$ cat src/hdl/afe_pkg.sv
// Purpose: Shared constants for the front-end device end and its host end.
// Assumes: One 250 MHz clock; all pins sampled as synchronous inputs.
// Notes:   Field layout of the device configuration byte and host register map.
package afe_pkg;
   // Configuration byte field positions
   localparam int PRESCALE_LSB   = 0;
   localparam int OVERSAMP_LSB   = 2;
   localparam int MODEN_LSB      = 4;
   localparam int IDLE_DRIVE_BIT = 6;
   localparam int EXT_CLK_BIT    = 7;
   localparam logic [7:0] CONFIG_RESET = 8'h04;  // Prescale 1, ratio 64
   // Divider widths and fixed ratios
   localparam int PRE_W  = 3;
   localparam int QUAD_W = 2;
   localparam int RATE_W = 8;
   localparam logic [QUAD_W-1:0] QUAD_LIMIT = 2'h3;  // Analog clock over 4
   localparam logic [RATE_W-1:0] RATE_BASE  = 8'h20; // Ratio 32 for field 00
   // Serial framing
   localparam int CMD_READ_BIT = 0;               // Read flag inside command byte
   localparam int BYTE_BITS    = 8;
   localparam int MAX_BYTES    = 4;
   // Host register byte addresses
   localparam logic [3:0] ADDR_CTRL = 4'h0;
   localparam logic [3:0] ADDR_CMD  = 4'h4;
   localparam logic [3:0] ADDR_DATA = 4'h8;
   // Host control bits
   localparam int CTRL_START = 0;
   localparam int CTRL_HRST  = 1;
   localparam int CTRL_CPOL  = 2;
   localparam int STAT_BUSY  = 8;
   localparam int COUNT_LSB  = 8;
   localparam logic [31:0] UNMAPPED_READ = 32'h0000_0000;
   // Device serial states
   typedef enum logic [1:0] {SER_IDLE, SER_CMD, SER_WRITE, SER_READ} ser_state_type;
   // Host serial states
   typedef enum logic [1:0] {H_IDLE, H_SHIFT, H_END} host_state_type;
endpackage : afe_pkg

$ cat src/hdl/afe_link_if.sv
// Purpose: Pin bundle between the front-end device and its host.
// Assumes: Testbench reads the resolved lines; ends see only their own signals.
// Notes:   Resolution of three-state and pulled-up pins lives here only.
`timescale 1ns/1ps
interface afe_link_if;
   // Host driven pins
   logic hard_reset_n;
   logic cs_n;
   logic sck;
   logic sdi;
   logic osc_in_or_clock_in;
   // Device driven pins with enables
   logic sdo;
   logic sdo_oe;
   logic data_ready_n;
   logic data_ready_n_oe;
   logic mod_bitstream_out_ch0;
   logic mod_bitstream_out_ch0_oe;
   logic mod_bitstream_out_ch1;
   logic mod_bitstream_out_ch1_oe;
   logic osc_out;
   logic osc_out_oe;
   // Resolved wire levels
   wire  sdo_line;
   wire  data_ready_line;
   assign sdo_line        = sdo_oe ? sdo : !sdo;  // Released: inverse of last bit, so a stray sample shows
   assign data_ready_line = data_ready_n_oe ? data_ready_n : 1'b1;  // Pull-up
   modport device (
      input  hard_reset_n, cs_n, sck, sdi, osc_in_or_clock_in,
      output sdo, sdo_oe, data_ready_n, data_ready_n_oe,
      output mod_bitstream_out_ch0, mod_bitstream_out_ch0_oe,
      output mod_bitstream_out_ch1, mod_bitstream_out_ch1_oe, osc_out, osc_out_oe
   );
   modport host (
      output hard_reset_n, cs_n, sck, sdi, osc_in_or_clock_in,
      input  sdo_line, data_ready_line
   );
endinterface : afe_link_if

$ cat src/hdl/rate_divider.sv
// Purpose: Enable-driven counter giving one tick every limit+1 enables.
// Assumes: clear is synchronous and overrides counting.
// Notes:   tick is combinational from the count and the enable.
`timescale 1ns/1ps
module rate_divider #(
   parameter int W = 8
) (
   // Clock and reset
   input  wire logic         clk,
   input  wire logic         reset,
   // Control
   input  wire logic         clear,
   input  wire logic         en,
   input  wire logic [W-1:0] limit,
   // Result
   output logic              tick
);
   logic [W-1:0] count_r;  // Enables seen since last tick

   // Tick when the last enable of a period arrives
   assign tick = en && (count_r >= limit);

   // Count enables, wrap at the limit
   always_ff @(posedge clk or posedge reset) begin
      if (reset) begin
         count_r <= '0;
      end else if (clear) begin
         count_r <= '0;
      end else if (tick) begin
         count_r <= '0;
      end else if (en) begin
         count_r <= count_r + 1'b1;
      end
   end
endmodule : rate_divider

$ cat src/hdl/afe_device_end.sv
// Purpose: Pin logic of the converter front end: clock tree, ready pulse, modulator pins, serial port.
// Assumes: Pins arrive synchronous to clk; master clock pin far slower than clk.
// Notes:   Configuration byte loaded from user side; command/data bytes passed to user side.
//
// Decided for this implementation: the Avalon-MM interface to the registers and the address map.
`timescale 1ns/1ps
module afe_device_end (
   // Clock and power-on reset
   input  wire logic        clk,
   input  wire logic        reset,
   // Link pins
   afe_link_if.device       link,
   // Configuration load
   input  wire logic        cfg_write,
   input  wire logic [7:0]  cfg_data,
   // Modulator bits from the converters
   input  wire logic [1:0]  mod_bit_in,
   // Read data supply
   input  wire logic [7:0]  rd_data,
   // Serial results
   output logic             cmd_valid,
   output logic [7:0]       cmd_byte,
   output logic             wr_valid,
   output logic [7:0]       wr_data,
   output logic             rd_take,
   // Status
   output logic [7:0]       config_out,
   output logic             sample_tick,
   output logic             rate_tick
);
   import afe_pkg::*;

   logic [7:0]             primary_config_reg;  // Prescale, ratio, enables, idle drive, clock select
   logic                   hold;                // Hard reset pin low
   logic                   mclk_prev_r;         // Previous master clock pin level
   logic                   mclk_tick;           // Master clock rising edge
   logic                   analog_clock;        // Analog clock enable
   logic                   sample_clock;        // Sample clock enable
   logic                   output_rate_clock;   // Output rate enable
   logic [PRE_W-1:0]       pre_limit;           // Prescale terminal count
   logic [RATE_W-1:0]      ratio_limit;         // Oversampling terminal count
   logic                   sck_prev_r;          // Previous serial clock level
   logic                   cs_prev_r;           // Previous chip select level
   logic                   sck_rise;            // Serial clock rising edge in frame
   logic                   sck_fall;            // Serial clock falling edge in frame
   ser_state_type          state_r;             // Serial phase
   logic [2:0]             bit_cnt_r;           // Bits within current byte
   logic [7:0]             in_sh_r;             // Input shift register
   logic [7:0]             out_sh_r;            // Output shift register
   logic                   pulse_r;             // Ready pulse in progress
   logic                   pulse_nxt;           // Next ready pulse state

   assign hold = !link.hard_reset_n;

   // Field decode into divider limits
   assign pre_limit   = PRE_W'((1 << primary_config_reg[PRESCALE_LSB +: 2]) - 1);
   assign ratio_limit = RATE_W'((RATE_BASE << primary_config_reg[OVERSAMP_LSB +: 2]) - 1);

   // Configuration register, defaults while hard reset held
   always_ff @(posedge clk or posedge reset) begin
      if (reset) begin
         primary_config_reg <= CONFIG_RESET;
      end else if (hold) begin
         primary_config_reg <= CONFIG_RESET;
      end else if (cfg_write) begin
         primary_config_reg <= cfg_data;
      end
   end

   // Master clock pin edge detect; pin is crystal node or direct clock input
   always_ff @(posedge clk or posedge reset) begin
      if (reset) begin
         mclk_prev_r <= 1'b0;
      end else begin
         mclk_prev_r <= link.osc_in_or_clock_in;
      end
   end
   assign mclk_tick = link.osc_in_or_clock_in && !mclk_prev_r && !hold;

   // Oscillator output: inverting amplifier in crystal mode, released in clock-input mode
   always_ff @(posedge clk or posedge reset) begin
      if (reset) begin
         link.osc_out    <= 1'b0;
         link.osc_out_oe <= 1'b0;
      end else begin
         link.osc_out    <= !link.osc_in_or_clock_in && !primary_config_reg[EXT_CLK_BIT];
         link.osc_out_oe <= !primary_config_reg[EXT_CLK_BIT] && !hold;
      end
   end

   // Clock tree dividers, cleared while hard reset held
   rate_divider #(.W(PRE_W)) u_prescale (
      .clk   (clk),
      .reset (reset),
      .clear (hold),
      .en    (mclk_tick),
      .limit (pre_limit),
      .tick  (analog_clock)
   );
   rate_divider #(.W(QUAD_W)) u_quarter (
      .clk   (clk),
      .reset (reset),
      .clear (hold),
      .en    (analog_clock),
      .limit (QUAD_LIMIT),
      .tick  (sample_clock)
   );
   rate_divider #(.W(RATE_W)) u_ratio (
      .clk   (clk),
      .reset (reset),
      .clear (hold),
      .en    (sample_clock),
      .limit (ratio_limit),
      .tick  (output_rate_clock)
   );

   // Rate ticks shown to the user side
   always_ff @(posedge clk or posedge reset) begin
      if (reset) begin
         sample_tick <= 1'b0;
         rate_tick   <= 1'b0;
         config_out  <= CONFIG_RESET;
      end else begin
         sample_tick <= sample_clock;
         rate_tick   <= output_rate_clock;
         config_out  <= primary_config_reg;
      end
   end

   // Modulator pins refreshed once per sample period
   always_ff @(posedge clk or posedge reset) begin
      if (reset) begin
         link.mod_bitstream_out_ch0    <= 1'b0;
         link.mod_bitstream_out_ch1    <= 1'b0;
         link.mod_bitstream_out_ch0_oe <= 1'b0;
         link.mod_bitstream_out_ch1_oe <= 1'b0;
      end else begin
         if (sample_clock) begin
            link.mod_bitstream_out_ch0 <= mod_bit_in[0];
            link.mod_bitstream_out_ch1 <= mod_bit_in[1];
         end
         link.mod_bitstream_out_ch0_oe <= primary_config_reg[MODEN_LSB] && !hold;
         link.mod_bitstream_out_ch1_oe <= primary_config_reg[MODEN_LSB + 1] && !hold;
      end
   end

   // Ready pulse: starts on output-rate tick, ends at next sample tick; serial side never touches it
   always_comb begin
      pulse_nxt = pulse_r;
      if (hold) begin
         pulse_nxt = 1'b0;
      end else if (output_rate_clock) begin
         pulse_nxt = 1'b1;
      end else if (sample_clock) begin
         pulse_nxt = 1'b0;
      end
   end

   // Ready pin drive
   always_ff @(posedge clk or posedge reset) begin
      if (reset) begin
         pulse_r              <= 1'b0;
         link.data_ready_n    <= 1'b1;
         link.data_ready_n_oe <= 1'b0;
      end else begin
         pulse_r              <= pulse_nxt;
         link.data_ready_n    <= !pulse_nxt;
         link.data_ready_n_oe <= pulse_nxt || primary_config_reg[IDLE_DRIVE_BIT];
      end
   end

   // Serial pin history
   always_ff @(posedge clk or posedge reset) begin
      if (reset) begin
         sck_prev_r <= 1'b0;
         cs_prev_r  <= 1'b1;
      end else begin
         sck_prev_r <= link.sck;
         cs_prev_r  <= link.cs_n;
      end
   end
   assign sck_rise = link.sck && !sck_prev_r && !link.cs_n && !hold;
   assign sck_fall = !link.sck && sck_prev_r && !link.cs_n && !hold;

   // Serial phase machine
   always_ff @(posedge clk or posedge reset) begin
      if (reset) begin
         state_r   <= SER_IDLE;
         bit_cnt_r <= '0;
         in_sh_r   <= '0;
      end else if (hold || link.cs_n) begin
         state_r   <= SER_IDLE;
         bit_cnt_r <= '0;
      end else begin
         unique case (state_r)
            SER_IDLE: begin
               if (cs_prev_r) begin
                  state_r   <= SER_CMD;
                  bit_cnt_r <= '0;
               end
            end
            SER_CMD, SER_WRITE: begin
               if (sck_rise) begin
                  in_sh_r   <= {in_sh_r[6:0], link.sdi};
                  bit_cnt_r <= bit_cnt_r + 1'b1;
                  if (bit_cnt_r == 3'(BYTE_BITS - 1) && state_r == SER_CMD) begin
                     state_r <= link.sdi ? SER_READ : SER_WRITE;
                  end
               end
            end
            SER_READ: begin
               if (sck_fall) begin
                  bit_cnt_r <= bit_cnt_r + 1'b1;
               end
            end
         endcase
      end
   end

   // Command and write-byte strobes
   always_ff @(posedge clk or posedge reset) begin
      if (reset) begin
         cmd_valid <= 1'b0;
         cmd_byte  <= '0;
         wr_valid  <= 1'b0;
         wr_data   <= '0;
      end else begin
         cmd_valid <= 1'b0;
         wr_valid  <= 1'b0;
         if (sck_rise && bit_cnt_r == 3'(BYTE_BITS - 1) && !link.cs_n && !hold) begin
            if (state_r == SER_CMD) begin
               cmd_valid <= 1'b1;
               cmd_byte  <= {in_sh_r[6:0], link.sdi};
            end else if (state_r == SER_WRITE) begin
               wr_valid <= 1'b1;
               wr_data  <= {in_sh_r[6:0], link.sdi};
            end
         end
      end
   end

   // Read data out: changes on falling edges, whole bytes reloaded from the user side
   always_ff @(posedge clk or posedge reset) begin
      if (reset) begin
         out_sh_r    <= '0;
         link.sdo    <= 1'b0;
         link.sdo_oe <= 1'b0;
         rd_take     <= 1'b0;
      end else begin
         rd_take <= 1'b0;
         if (hold || link.cs_n || state_r != SER_READ) begin
            link.sdo_oe <= 1'b0;
         end else if (sck_fall) begin
            link.sdo_oe <= 1'b1;
            if (bit_cnt_r == '0) begin
               link.sdo <= rd_data[7];
               out_sh_r <= {rd_data[6:0], 1'b0};
               rd_take  <= 1'b1;
            end else begin
               link.sdo <= out_sh_r[7];
               out_sh_r <= {out_sh_r[6:0], 1'b0};
            end
         end
      end
   end
endmodule : afe_device_end

$ cat src/flat_wrapper.sv
// flat-port wrapper written by rule: the top's interface ports become plain ports
module afe_device_end_flat import afe_pkg::*;
  (clk, reset, cfg_write, cfg_data, mod_bit_in, rd_data, cmd_valid, cmd_byte, wr_valid, wr_data, rd_take, config_out, sample_tick, rate_tick, link_hard_reset_n, link_cs_n, link_sck, link_sdi, link_osc_in_or_clock_in, link_sdo, link_sdo_oe, link_data_ready_n, link_data_ready_n_oe, link_mod_bitstream_out_ch0, link_mod_bitstream_out_ch0_oe, link_mod_bitstream_out_ch1, link_mod_bitstream_out_ch1_oe, link_osc_out, link_osc_out_oe);
  afe_link_if link_i ();
  input  wire logic clk;
  input  wire logic reset;
  input  wire logic cfg_write;
  input  wire logic [7:0] cfg_data;
  input  wire logic [1:0] mod_bit_in;
  input  wire logic [7:0] rd_data;
  output logic cmd_valid;
  output logic [7:0] cmd_byte;
  output logic wr_valid;
  output logic [7:0] wr_data;
  output logic rd_take;
  output logic [7:0] config_out;
  output logic sample_tick;
  output logic rate_tick;
  input wire logic [$bits(link_i.hard_reset_n)-1:0] link_hard_reset_n;
  input wire logic [$bits(link_i.cs_n)-1:0] link_cs_n;
  input wire logic [$bits(link_i.sck)-1:0] link_sck;
  input wire logic [$bits(link_i.sdi)-1:0] link_sdi;
  input wire logic [$bits(link_i.osc_in_or_clock_in)-1:0] link_osc_in_or_clock_in;
  output wire logic [$bits(link_i.sdo)-1:0] link_sdo;
  output wire logic [$bits(link_i.sdo_oe)-1:0] link_sdo_oe;
  output wire logic [$bits(link_i.data_ready_n)-1:0] link_data_ready_n;
  output wire logic [$bits(link_i.data_ready_n_oe)-1:0] link_data_ready_n_oe;
  output wire logic [$bits(link_i.mod_bitstream_out_ch0)-1:0] link_mod_bitstream_out_ch0;
  output wire logic [$bits(link_i.mod_bitstream_out_ch0_oe)-1:0] link_mod_bitstream_out_ch0_oe;
  output wire logic [$bits(link_i.mod_bitstream_out_ch1)-1:0] link_mod_bitstream_out_ch1;
  output wire logic [$bits(link_i.mod_bitstream_out_ch1_oe)-1:0] link_mod_bitstream_out_ch1_oe;
  output wire logic [$bits(link_i.osc_out)-1:0] link_osc_out;
  output wire logic [$bits(link_i.osc_out_oe)-1:0] link_osc_out_oe;
  assign link_i.hard_reset_n = link_hard_reset_n;
  assign link_i.cs_n = link_cs_n;
  assign link_i.sck = link_sck;
  assign link_i.sdi = link_sdi;
  assign link_i.osc_in_or_clock_in = link_osc_in_or_clock_in;
  assign link_sdo = link_i.sdo;
  assign link_sdo_oe = link_i.sdo_oe;
  assign link_data_ready_n = link_i.data_ready_n;
  assign link_data_ready_n_oe = link_i.data_ready_n_oe;
  assign link_mod_bitstream_out_ch0 = link_i.mod_bitstream_out_ch0;
  assign link_mod_bitstream_out_ch0_oe = link_i.mod_bitstream_out_ch0_oe;
  assign link_mod_bitstream_out_ch1 = link_i.mod_bitstream_out_ch1;
  assign link_mod_bitstream_out_ch1_oe = link_i.mod_bitstream_out_ch1_oe;
  assign link_osc_out = link_i.osc_out;
  assign link_osc_out_oe = link_i.osc_out_oe;
  afe_device_end u_core (.clk(clk), .reset(reset), .link(link_i), .cfg_write(cfg_write), .cfg_data(cfg_data), .mod_bit_in(mod_bit_in), .rd_data(rd_data), .cmd_valid(cmd_valid), .cmd_byte(cmd_byte), .wr_valid(wr_valid), .wr_data(wr_data), .rd_take(rd_take), .config_out(config_out), .sample_tick(sample_tick), .rate_tick(rate_tick));
endmodule
$ cat config.mk
export PLATFORM = sky130hd
export DESIGN_NAME = afe_device_end_flat
export DESIGN_NICKNAME = d
export VERILOG_FILES = /design/src/hdl/afe_pkg.sv /design/src/hdl/afe_link_if.sv /design/src/hdl/rate_divider.sv /design/src/hdl/afe_device_end.sv /design/src/flat_wrapper.sv
export SDC_FILE = /design/constraint.sdc
export NUM_CORES = 1
export LEC_CHECK = 0
export BUFFER_PORTS_ARGS = -buffer_cell sky130_fd_sc_hd__buf_2
export CORE_ASPECT_RATIO = 2
export CORE_MARGIN = 1.5
export CORE_UTILIZATION = 40
export CTS_BUF_LIST = sky130_fd_sc_hd__clkbuf_4 sky130_fd_sc_hd__clkbuf_8 sky130_fd_sc_hd__clkbuf_16
export CTS_CLUSTER_DIAMETER = 60
export DETAILED_ROUTE_END_ITERATION = 16
export GPL_TIMING_DRIVEN = 0
export PLACE_DENSITY = 0.56
export SLEW_MARGIN = 0
export SYNTH_ARGS = -nofsm -noshare
export SYNTH_HDL_FRONTEND = slang
export SYNTH_HIERARCHICAL = 1
export SYNTH_SLANG_ARGS = --single-unit
$ cat constraint.sdc
create_clock -name clk -period 6.27 [get_ports clk]
set_clock_uncertainty 0.05 [all_clocks]
set_input_delay 0.3135 -clock clk [delete_from_list [all_inputs] [get_ports clk]]
set_output_delay 0.3135 -clock clk [all_outputs]
set_load 0.005 [all_outputs]
==> results.toml, run 1 <==
[run_status]
status = "finished, final reports clean"

[timing]
fmax_mhz = 321
setup_viol = 0
fin_setup_tns_ps = 0
fin_crit_ps = 3120
final-hold-violation-count = 0
relSlewSlack_pct = 43.7
fin_hold_ws_ps = 42.0
rsz0062_at_grt = "false"
post-route-period-util_pct = 49.8
maxSlewViolCount = 0
tightest_slew_ps = 844

[layout]
drive_above_1_share_pct = 31.4
antenna_cells = 0
final_area_mm2 = 0.00484
fin_cells = 556
most-common-layout-cells = "dfrtp_1, buf_2, inv_1"
syn_to_final_growth_pct = 20.4
final_common_cell = "dfrtp_1"
final_nets = 468

[clocking]
clockBufferDepth = 2
clk_latency_ps = 330
cts_buffers = 9
h-tree-depth = 3
clock-sinks = 83
cts_tree = "yes"
path_clk_slew_ps = 60
cts-resized-gates = 0
cts-root-buf = "clkbuf_16"

[route]
ant_nets = 0
wl_mm = 8.35
drc = 0
dr.pass1.iters = 4
avgRoutedWirePerCell_um = 15.0
vias_per_cell = 5.04
dr_total_vias = 2805
drt_iter0_drc = 129

[die]
die_y_um = 145
core-area_mm2 = 0.00976
ios = 65
die_x_um = 73.9
rows = 51
initial_core_util_pct = 41.2
die_area_mm2 = 0.0107

[place]
portBuffers = 63
place_hpwl_mm = 6.19
place.gp.congestion = 0.827
placedCellCount = 539
placed_area_mm2 = 0.00453

[critical_path]
cpPeakStageDelay_ps = 440
crit_fanout = 10
path_cells = "or2_2 -> ha_1 -> and2b_2 -> o21ai_2 -> and2_1 -> nor2b_1 -> clkbuf_1 -> o21a_1 -> o21ai_0 -> nand2b_1"
startpoint_type = "flip-flop"
cp.arrival_ps = 3330
required_ps = 6480
reg2reg_slack_ps = 3150
crit_path_end_kind = "flip-flop"
slowest_stage = "nor2b_1"
worstSetupPathType = "flip-flop to flip-flop"

[logic_synthesis]
ys_ff_latch = 83
synth-warning-count = 6
syn_area_per_cell_um2 = 11.9
syn_area_mm2 = 0.00402
synth_async_sr_flop_share_pct = 100
synthCells = 338
ys_types = 62
ys_seq_area_share_pct = 51.8
synth_edf_count = 0
synth_top_flop_cell = "dfrtp_1"

[power]
seqPwrFrac_pct = 47.5
power_switching_uw = 274
p_sw_share_pct = 23.1
pwr-share-comb_pct = 7.8
leakage_uw = 0.00256
internal_power_uw = 911
power.total_uw = 1180
ir_drop_v = 0.000199
cellPowerDensity_mw_per_mm2 = 245
clockPowerShare_pct = 44.6

[job]
drv_cap = 0

[global_routing]
track_usage_pct = 17.2
grt_max_degree = 71
grt_pass1_wl_mm = 13.8
grt_pass1_vias = 2902
grt-ovfl-total = 0
antenna_found_initial = 0

[hold_path]
min_path_type = "input pin to flip-flop"
## critical path: cells and delay by family (launching register included)
family	cells	cell delay, ps
and+or+nand+nor	5	1340
buffers and inverters	1	380
DFF	1	400
AOI/OAI and AO/OA	3	610
adders and majority gates	1	270
## what timing repair did
item	4_1_cts	5_1_grt
hold buffers	1	0
endpoints found under the hold margin	13	0
buffers inserted	0	0
## area by class of cell
type / instances / area, um2
sequential: 83 / 2080
inverter: 29 / 111
tap: 132 / 165
timing repair buffer: 64 / 325
fill: 917 / 4920
multi-input combinational: 221 / 1800
clock buffer: 10 / 239
buffer: 11 / 50.0
clock inverter: 6 / 65.1
## cells by family after synthesis
group	after synthesis	share of synthesized area [%]
other cells	1	0.0932
mux	46	12.2
buf+inv	40	3.95
fa+ha+maj	23	7.15
flops	83	51.8
simple gates	91	14.2
compound gates	54	10.6
## path summary, 6_finish.rpt
check | start | depth (start not counted) | to
max | u_core/primary_config_reg[1] | 10 | u_core/link.data_ready_n_oe
min | link_cs_n | 1 | u_core/cs_prev_r
max reg2reg | u_core/primary_config_reg[1] | 10 | u_core/link.data_ready_n_oe
min reg2reg | u_core/primary_config_reg[2] | 0 | u_core/config_out[2]
max in group asynchronous | reset | 3 | u_core/cmd_byte[0]
min in group asynchronous | reset | 3 | u_core/u_quarter/count_r[0]
## through the flow
stage | util [%] | setup slack [ps]
6_report | 49.6 | 3150
5_1_grt | 49.6 | 2830
4_1_cts | 49.6 | 3120
3_5_place_dp | 46.4 | 3140
3_3_place_gp | 46.4 | 3180
2_1_floorplan | - | 3610
## synthesized netlist by cell type (2+ instances only)
library cell / instances / area, um2
nand2b_1: 13 / 81.3
dfrtp_1: 79 / 1980
and2b_1: 2 / 15.0
a21oi_1: 13 / 65.1
o21a_1: 2 / 15.0
nor3b_1: 4 / 30.0
nor3_1: 2 / 10.0
nand3b_1: 2 / 15.0
and2_1: 7 / 43.8
o21ai_0: 4 / 20.0
buf_2: 4 / 20.0
ha_1: 23 / 288
nand3_1: 2 / 10.0
o211ai_2: 2 / 25.0
clkbuf_1: 6 / 22.5
a31oi_1: 8 / 50.1
nor4_1: 2 / 12.5
mux2_2: 25 / 282
inv_1: 28 / 105
o2111ai_1: 4 / 35.0
and3_1: 4 / 25.0
nand2_1: 15 / 56.3
o41ai_1: 2 / 17.5
nor4b_1: 2 / 17.5
dfstp_2: 4 / 105
nor2b_1: 7 / 43.8
o221ai_1: 4 / 35.0
or2_2: 2 / 12.5
nor2_1: 13 / 48.8
mux2i_1: 21 / 210
## power by group through the flow
stage,logic (uW),registers [uW],clock network (uW)
floorplan,59.3,571,0
global placement,92.3,572,0
detailed placement,94.6,573,0
finish,92.8,563,529
global route,105,565,571
CTS,95.2,563,548
## per-layer routing
| layer | part of all wire, % | wire length [um] | vias to the layer above | global-route usage, % |
|---|---|---|---|---|
| met4 | 2.0 | 167 | 0 | 7.80 |
| met2 | 56 | 4660 | 63 | 31.7 |
| met3 | 3.3 | 276 | 11 | 3.88 |
| met5 | 0 | 0 | - | 0 |
| met1 | 39 | 3240 | 1374 | 17.8 |
| li1 | - | - | 1357 | - |
No activity file was read; power rests on OpenSTA's default activity.
==> run 2: changes to the inputs <==
Clock period 6.27 ns to 3.2 ns, I/O delays scaled along.
==> run 2 against run 1 <==
Effect of this change: first-iteration DRC count shrank 15%; count of clock-buffer cells in the layout stayed put; sequential power up 95%; register-to-register slack got worse by 2800 ps; combinational power grew 100%; cell area increased by 1.1%; maximum frequency is 8.4% higher; core utilization grew 0.55 points; clock power rose by 97%; critical endpoint unchanged; highest routed layer unchanged.
==> results.toml, run 2 (synthesized netlist as in run 1, its figures left out) <==
[critical_path]
worstReg2RegStart = "u_core/primary_config_reg[1]"
reg2reg_slack_ps = 320
crit_buf_inv = 1
critPathTopFamily = "simple AND/OR/NAND/NOR gates"
worst-path-stages = 10
crit_fanout = 10
cpPeakStageDelay_ps = 480
crit_path_end_kind = "flip-flop"
r2r-end = "u_core/link.data_ready_n_oe"
worstSetupPathType = "flip-flop to flip-flop"
worstRegToRegCells = 10
startpoint_type = "flip-flop"
slowest_stage = "o21ai_0"
cp.arrival_ps = 3020
required_ps = 3340
path_cells = "or2_2 -> ha_1 -> and2b_2 -> o21ai_2 -> and2_1 -> nor2b_2 -> clkbuf_2 -> o21a_1 -> o21ai_0 -> nand2b_1"

[timing]
maxSlewViolCount = 0
fin_crit_ps = 2880
tightest_slew_ps = 838
rsz0062_at_grt = "false"
post-route-period-util_pct = 89.9
fin_hold_ws_ps = 20.4
relSlewSlack_pct = 44.1
fin_setup_tns_ps = 0
setup_viol = 0
fmax_mhz = 348
final-hold-violation-count = 0

[layout]
drive_above_1_share_pct = 31.5
antenna_cells = 0
final_core_utilization_pct = 50.1
final_common_cell = "dfrtp_1"
final_nets = 473
most-common-layout-cells = "dfrtp_1, buf_2, inv_1"
final_area_mm2 = 0.00490
multi_input_area_mm2 = 0.00181
regArea_mm2 = 0.00208
nFillCells = 912
syn_to_final_growth_pct = 21.7

[route]
vias_per_cell = 5.07
ant_nets = 0
drc = 0
dr.pass1.iters = 4
wl_mm = 8.43
dr_total_vias = 2847
avgRoutedWirePerCell_um = 15.0
drt_iter0_drc = 110

[die]
die_area_mm2 = 0.0107
die_y_um = 145
rows = 51
initial_core_util_pct = 41.2
die_x_um = 73.9
core-area_mm2 = 0.00976
ios = 65

[power]
cellPowerDensity_mw_per_mm2 = 475
power.total_uw = 2330
pwr-share-comb_pct = 8.0
clockPowerShare_pct = 44.5
p_sw_share_pct = 23.1
ir_drop_v = 0.000389
internal_power_uw = 1790
leakage_uw = 0.00259
seqPwrFrac_pct = 47.5
power_switching_uw = 538

[clocking]
post_cts_buffers = 0
clock-sinks = 83
clockBufferDepth = 2
cts_tree = "yes"
clk_latency_ps = 330
h-tree-depth = 3
cts_buffers = 9
path_clk_slew_ps = 60
cts-root-buf = "clkbuf_16"

[job]
drv_cap = 0

[hold_path]
min_path_type = "input pin to flip-flop"
hold_path_end = "u_core/primary_config_reg[2]"
whs_path_depth = 3
hp-start = "cfg_data[2]"

[global_routing]
antenna_found_initial = 0
grt_max_degree = 71
grt_pass1_vias = 2924
track_usage_pct = 17.3
grt_pass1_wl_mm = 13.9
grt-ovfl-total = 0

[place]
portBuffers = 63
placed_area_mm2 = 0.00453
place_hpwl_mm = 6.19
place.gp.congestion = 0.827

[run_status]
status = "finished, final reports clean"
-- run 2: cell types whose count changed in the layout (fill, tap and decap cells not counted), sizes merged --
cell	delta
dlygate4sd3	+5
-- run 2: repair_timing --
| action | CTS | global route |
|---|---|---|
| hold buffers | 6 | 0 |
| endpoints found under the setup margin | 0 | 8 |
| hold endpoints to repair | 19 | 0 |
| resized for setup | 0 | 3 |
-- run 2: worst min-delay path, cell delays in order --
cell and delay [ps]:
buf_2 90, mux2i_1 60, nand2_1 60
-- run 2: layer usage --
layer,global-route usage (%),routed length [um],up-vias
met4,7.80,180,0
li1,-,-,1365
met3,3.81,252,13
met2,31.9,4710,67
met1,17.9,3290,1402
met5,0,0,-
-- run 2: worst max-delay path by stage --
stage,from,to,slack (ps)
2_1_floorplan,u_core/primary_config_reg[1],u_core/u_ratio/count_r[3],540
3_3_place_gp,u_core/primary_config_reg[1],u_core/link.data_ready_n_oe,110
3_5_place_dp,u_core/primary_config_reg[1],u_core/u_ratio/count_r[4],70
4_1_cts,u_core/primary_config_reg[1],u_core/u_ratio/count_r[4],50
5_1_grt,u_core/primary_config_reg[1],u_core/u_ratio/count_r[3],70
6_report,u_core/primary_config_reg[1],u_core/link.data_ready_n_oe,320
-- run 2: per-stage QoR --
stage / setup slack (ps) / instances
CTS: 54.6 / 561
global route: 67.4 / 561
detailed placement: 75.0 / 539
finish: 322 / 561
floorplan: 537 / 344
global placement: 111 / 539
-- run 2: power groups by stage --
stage                     clock network, uW  registers, uW  logic [uW]
after floorplan                           0           1120         116
after global placement                    0           1120         181
after detailed placement                  0           1120         185
after CTS                              1070           1100         191
after global routing                   1120           1110         211
final                                  1040           1100         187
-- run 2: final cells by class --
| cell class | instances | share of cell area (%) |
|---|---|---|
| sequential | 83 | 42.5 |
| multi-input combinational | 221 | 36.9 |
| timing repair buffer | 69 | 7.67 |
| clock buffer | 10 | 4.88 |
| tap | 132 | 3.37 |
| inverter | 29 | 2.27 |
| clock inverter | 6 | 1.33 |
| buffer | 11 | 1.05 |
==> run 3: changes to the inputs <==
Settings changed: CELL_PAD_IN_SITES_DETAIL_PLACEMENT set to 1, CELL_PAD_IN_SITES_GLOBAL_PLACEMENT set to 2, CORE_UTILIZATION 40 to 37, PLACE_DENSITY 0.56 to 0.75.
==> run 3 against run 2 <==
Effect of this change: non-clock buffer count down 1; worst setup slack better by 42 ps; via count up 1.3%; first-iteration DRC count down 48%; count of clock-buffer cells in the layout up 1; worst hold slack worse by 8.1 ps; register-to-register slack better by 40 ps; largest cell class unchanged; die area up 7.9%; sequential share of layout area down 0.098 points; critical path type unchanged; maximum frequency up 1.5%; cell area up 0.23%; core utilization down 3.6 points.
==> results.toml, run 3 (synthesized netlist as in run 1, its figures left out) <==
[run_status]
status = "finished, final reports clean"

[layout]
most-common-layout-cells = "dfrtp_1, buf_2, inv_1"
syn_to_final_growth_pct = 22.0
final_nets = 472
final_common_cell = "dfrtp_1"
antenna_cells = 0
drive_above_1_share_pct = 31.5

[clocking]
cts-root-buf = "clkbuf_16"
path_clk_slew_ps = 60
clock-sinks = 83
h-tree-depth = 3
cts_buffers = 9
cts_tree = "yes"
post_cts_buffers = 0
clockBufferDepth = 2
clk_latency_ps = 330

[global_routing]
grt_max_degree = 71
track_usage_pct = 17.1
grt_pass1_wl_mm = 15.4
grt-ovfl-total = 0
antenna_found_initial = 0
grt_pass1_vias = 3160

[critical_path]
cpPeakStageDelay_ps = 410
slowest_stage = "dfrtp_1"
required_ps = 3400
critPathTopFamily = "simple AND/OR/NAND/NOR gates"
r2r-end = "u_core/u_ratio/count_r[4]"
worstSetupPathType = "flip-flop to flip-flop"
path_cells = "or2_2 -> ha_1 -> and2b_2 -> o21ai_2 -> and2_1 -> nor2b_4 -> clkbuf_2 -> nor4b_1 -> o221ai_1 -> o21ai_0"
startpoint_type = "flip-flop"
crit_buf_inv = 1
crit_fanout = 10
crit_path_end_kind = "flip-flop"
reg2reg_slack_ps = 360
worstRegToRegCells = 10
worstReg2RegStart = "u_core/primary_config_reg[1]"
cp.arrival_ps = 3030

[power]
pwr-share-comb_pct = 8.0
power_switching_uw = 542
p_sw_share_pct = 23.0
cellPowerDensity_mw_per_mm2 = 480
seqPwrFrac_pct = 46.8
internal_power_uw = 1810
ir_drop_v = 0.000283
leakage_uw = 0.00259
clockPowerShare_pct = 45.1

[die]
core-area_mm2 = 0.0105
die_y_um = 150
die_area_mm2 = 0.0115
initial_core_util_pct = 38.2
rows = 53
ios = 65
die_x_um = 76.7

[route]
vias_per_cell = 5.10
dr.pass1.iters = 4
ant_nets = 0
drc = 0
avgRoutedWirePerCell_um = 16.1
wl_mm = 9.11
dr_total_vias = 2883
drt_iter0_drc = 57

[timing]
maxSlewViolCount = 0
rsz0062_at_grt = "false"
final-hold-violation-count = 0
tightest_slew_ps = 855
fin_crit_ps = 2840
post-route-period-util_pct = 88.6
fin_hold_ws_ps = 12.2
fmax_mhz = 353
relSlewSlack_pct = 43.0
setup_viol = 0
timing.final.ws_setup_ps = 364

[hold_path]
hold_path_end = "u_core/link.mod_bitstream_out_ch1"
whs_path_depth = 2
min_path_type = "input pin to flip-flop"
hp-start = "mod_bit_in[1]"

[job]
drv_cap = 0

[place]
place.gp.congestion = 0.731
portBuffers = 63
place_hpwl_mm = 6.82
post-place-ws_ps = -52.8
-- run 3: cell count changes in the layout (fill, tap and decap cells not counted), sizes merged --
cell	before	now
clkbuf	16	17
clkinvlp	1	0
dlygate4sd3	6	5
-- run 3: per-layer routing --
layer  vias up  track usage (%)  part of all wire [%]
li1       1360                -                     -
met5         -                0                     0
met2        57             34.0                    59
met4         0             7.41                   1.8
met1      1455             17.1                    37
met3        11             2.67                   2.4
-- run 3: metrics by stage --
step	TNS, ps	power (uW)	cells	instance area, um2	util, %
after floorplan	0	1240	344	4050	-
after global routing	0	2460	565	4910	46.5
after global placement	0	1300	544	4530	43.0
after detailed placement	-64.5	1310	544	4530	43.0
final	0	2360	565	4910	46.5
after CTS	0	2400	564	4890	46.4
-- run 3: worst max path at each step --
stage	slack [ps]	from	to	depth (start not counted)
after global placement	30	u_core/primary_config_reg[1]	u_core/u_ratio/count_r[4]	10
final	360	u_core/primary_config_reg[1]	u_core/u_ratio/count_r[4]	10
after detailed placement	-50	u_core/primary_config_reg[1]	u_core/u_ratio/count_r[4]	10
after floorplan	540	u_core/primary_config_reg[1]	u_core/u_ratio/count_r[3]	10
after global routing	100	u_core/primary_config_reg[1]	u_core/u_ratio/count_r[4]	10
after CTS	70	u_core/primary_config_reg[1]	u_core/u_ratio/count_r[4]	10
-- run 3: power by group through the flow --
stage / sequential [uW] / combinational, uW / clock (uW)
6_report: 1100 / 189 / 1060
5_1_grt: 1110 / 213 / 1140
4_1_cts: 1100 / 193 / 1100
3_5_place_dp: 1120 / 188 / 0
3_3_place_gp: 1120 / 182 / 0
2_1_floorplan: 1120 / 116 / 0
-- run 3: timing repair --
action,4_1_cts,5_1_grt
endpoints found under the setup margin,5,4
endpoints found under the hold margin,17,1
hold buffers,4,1
gates resized for setup,1,3
-- run 3: final cells by class --
type	instances	area, um2
clock buffers	11	253
clock inverters	5	61.3
inverters	29	111
repair buffers	68	365
plain buffers	11	51.3
fillers	1184	5640
well taps	137	171
multi-input cells	221	1810
flip-flops and latches	83	2080
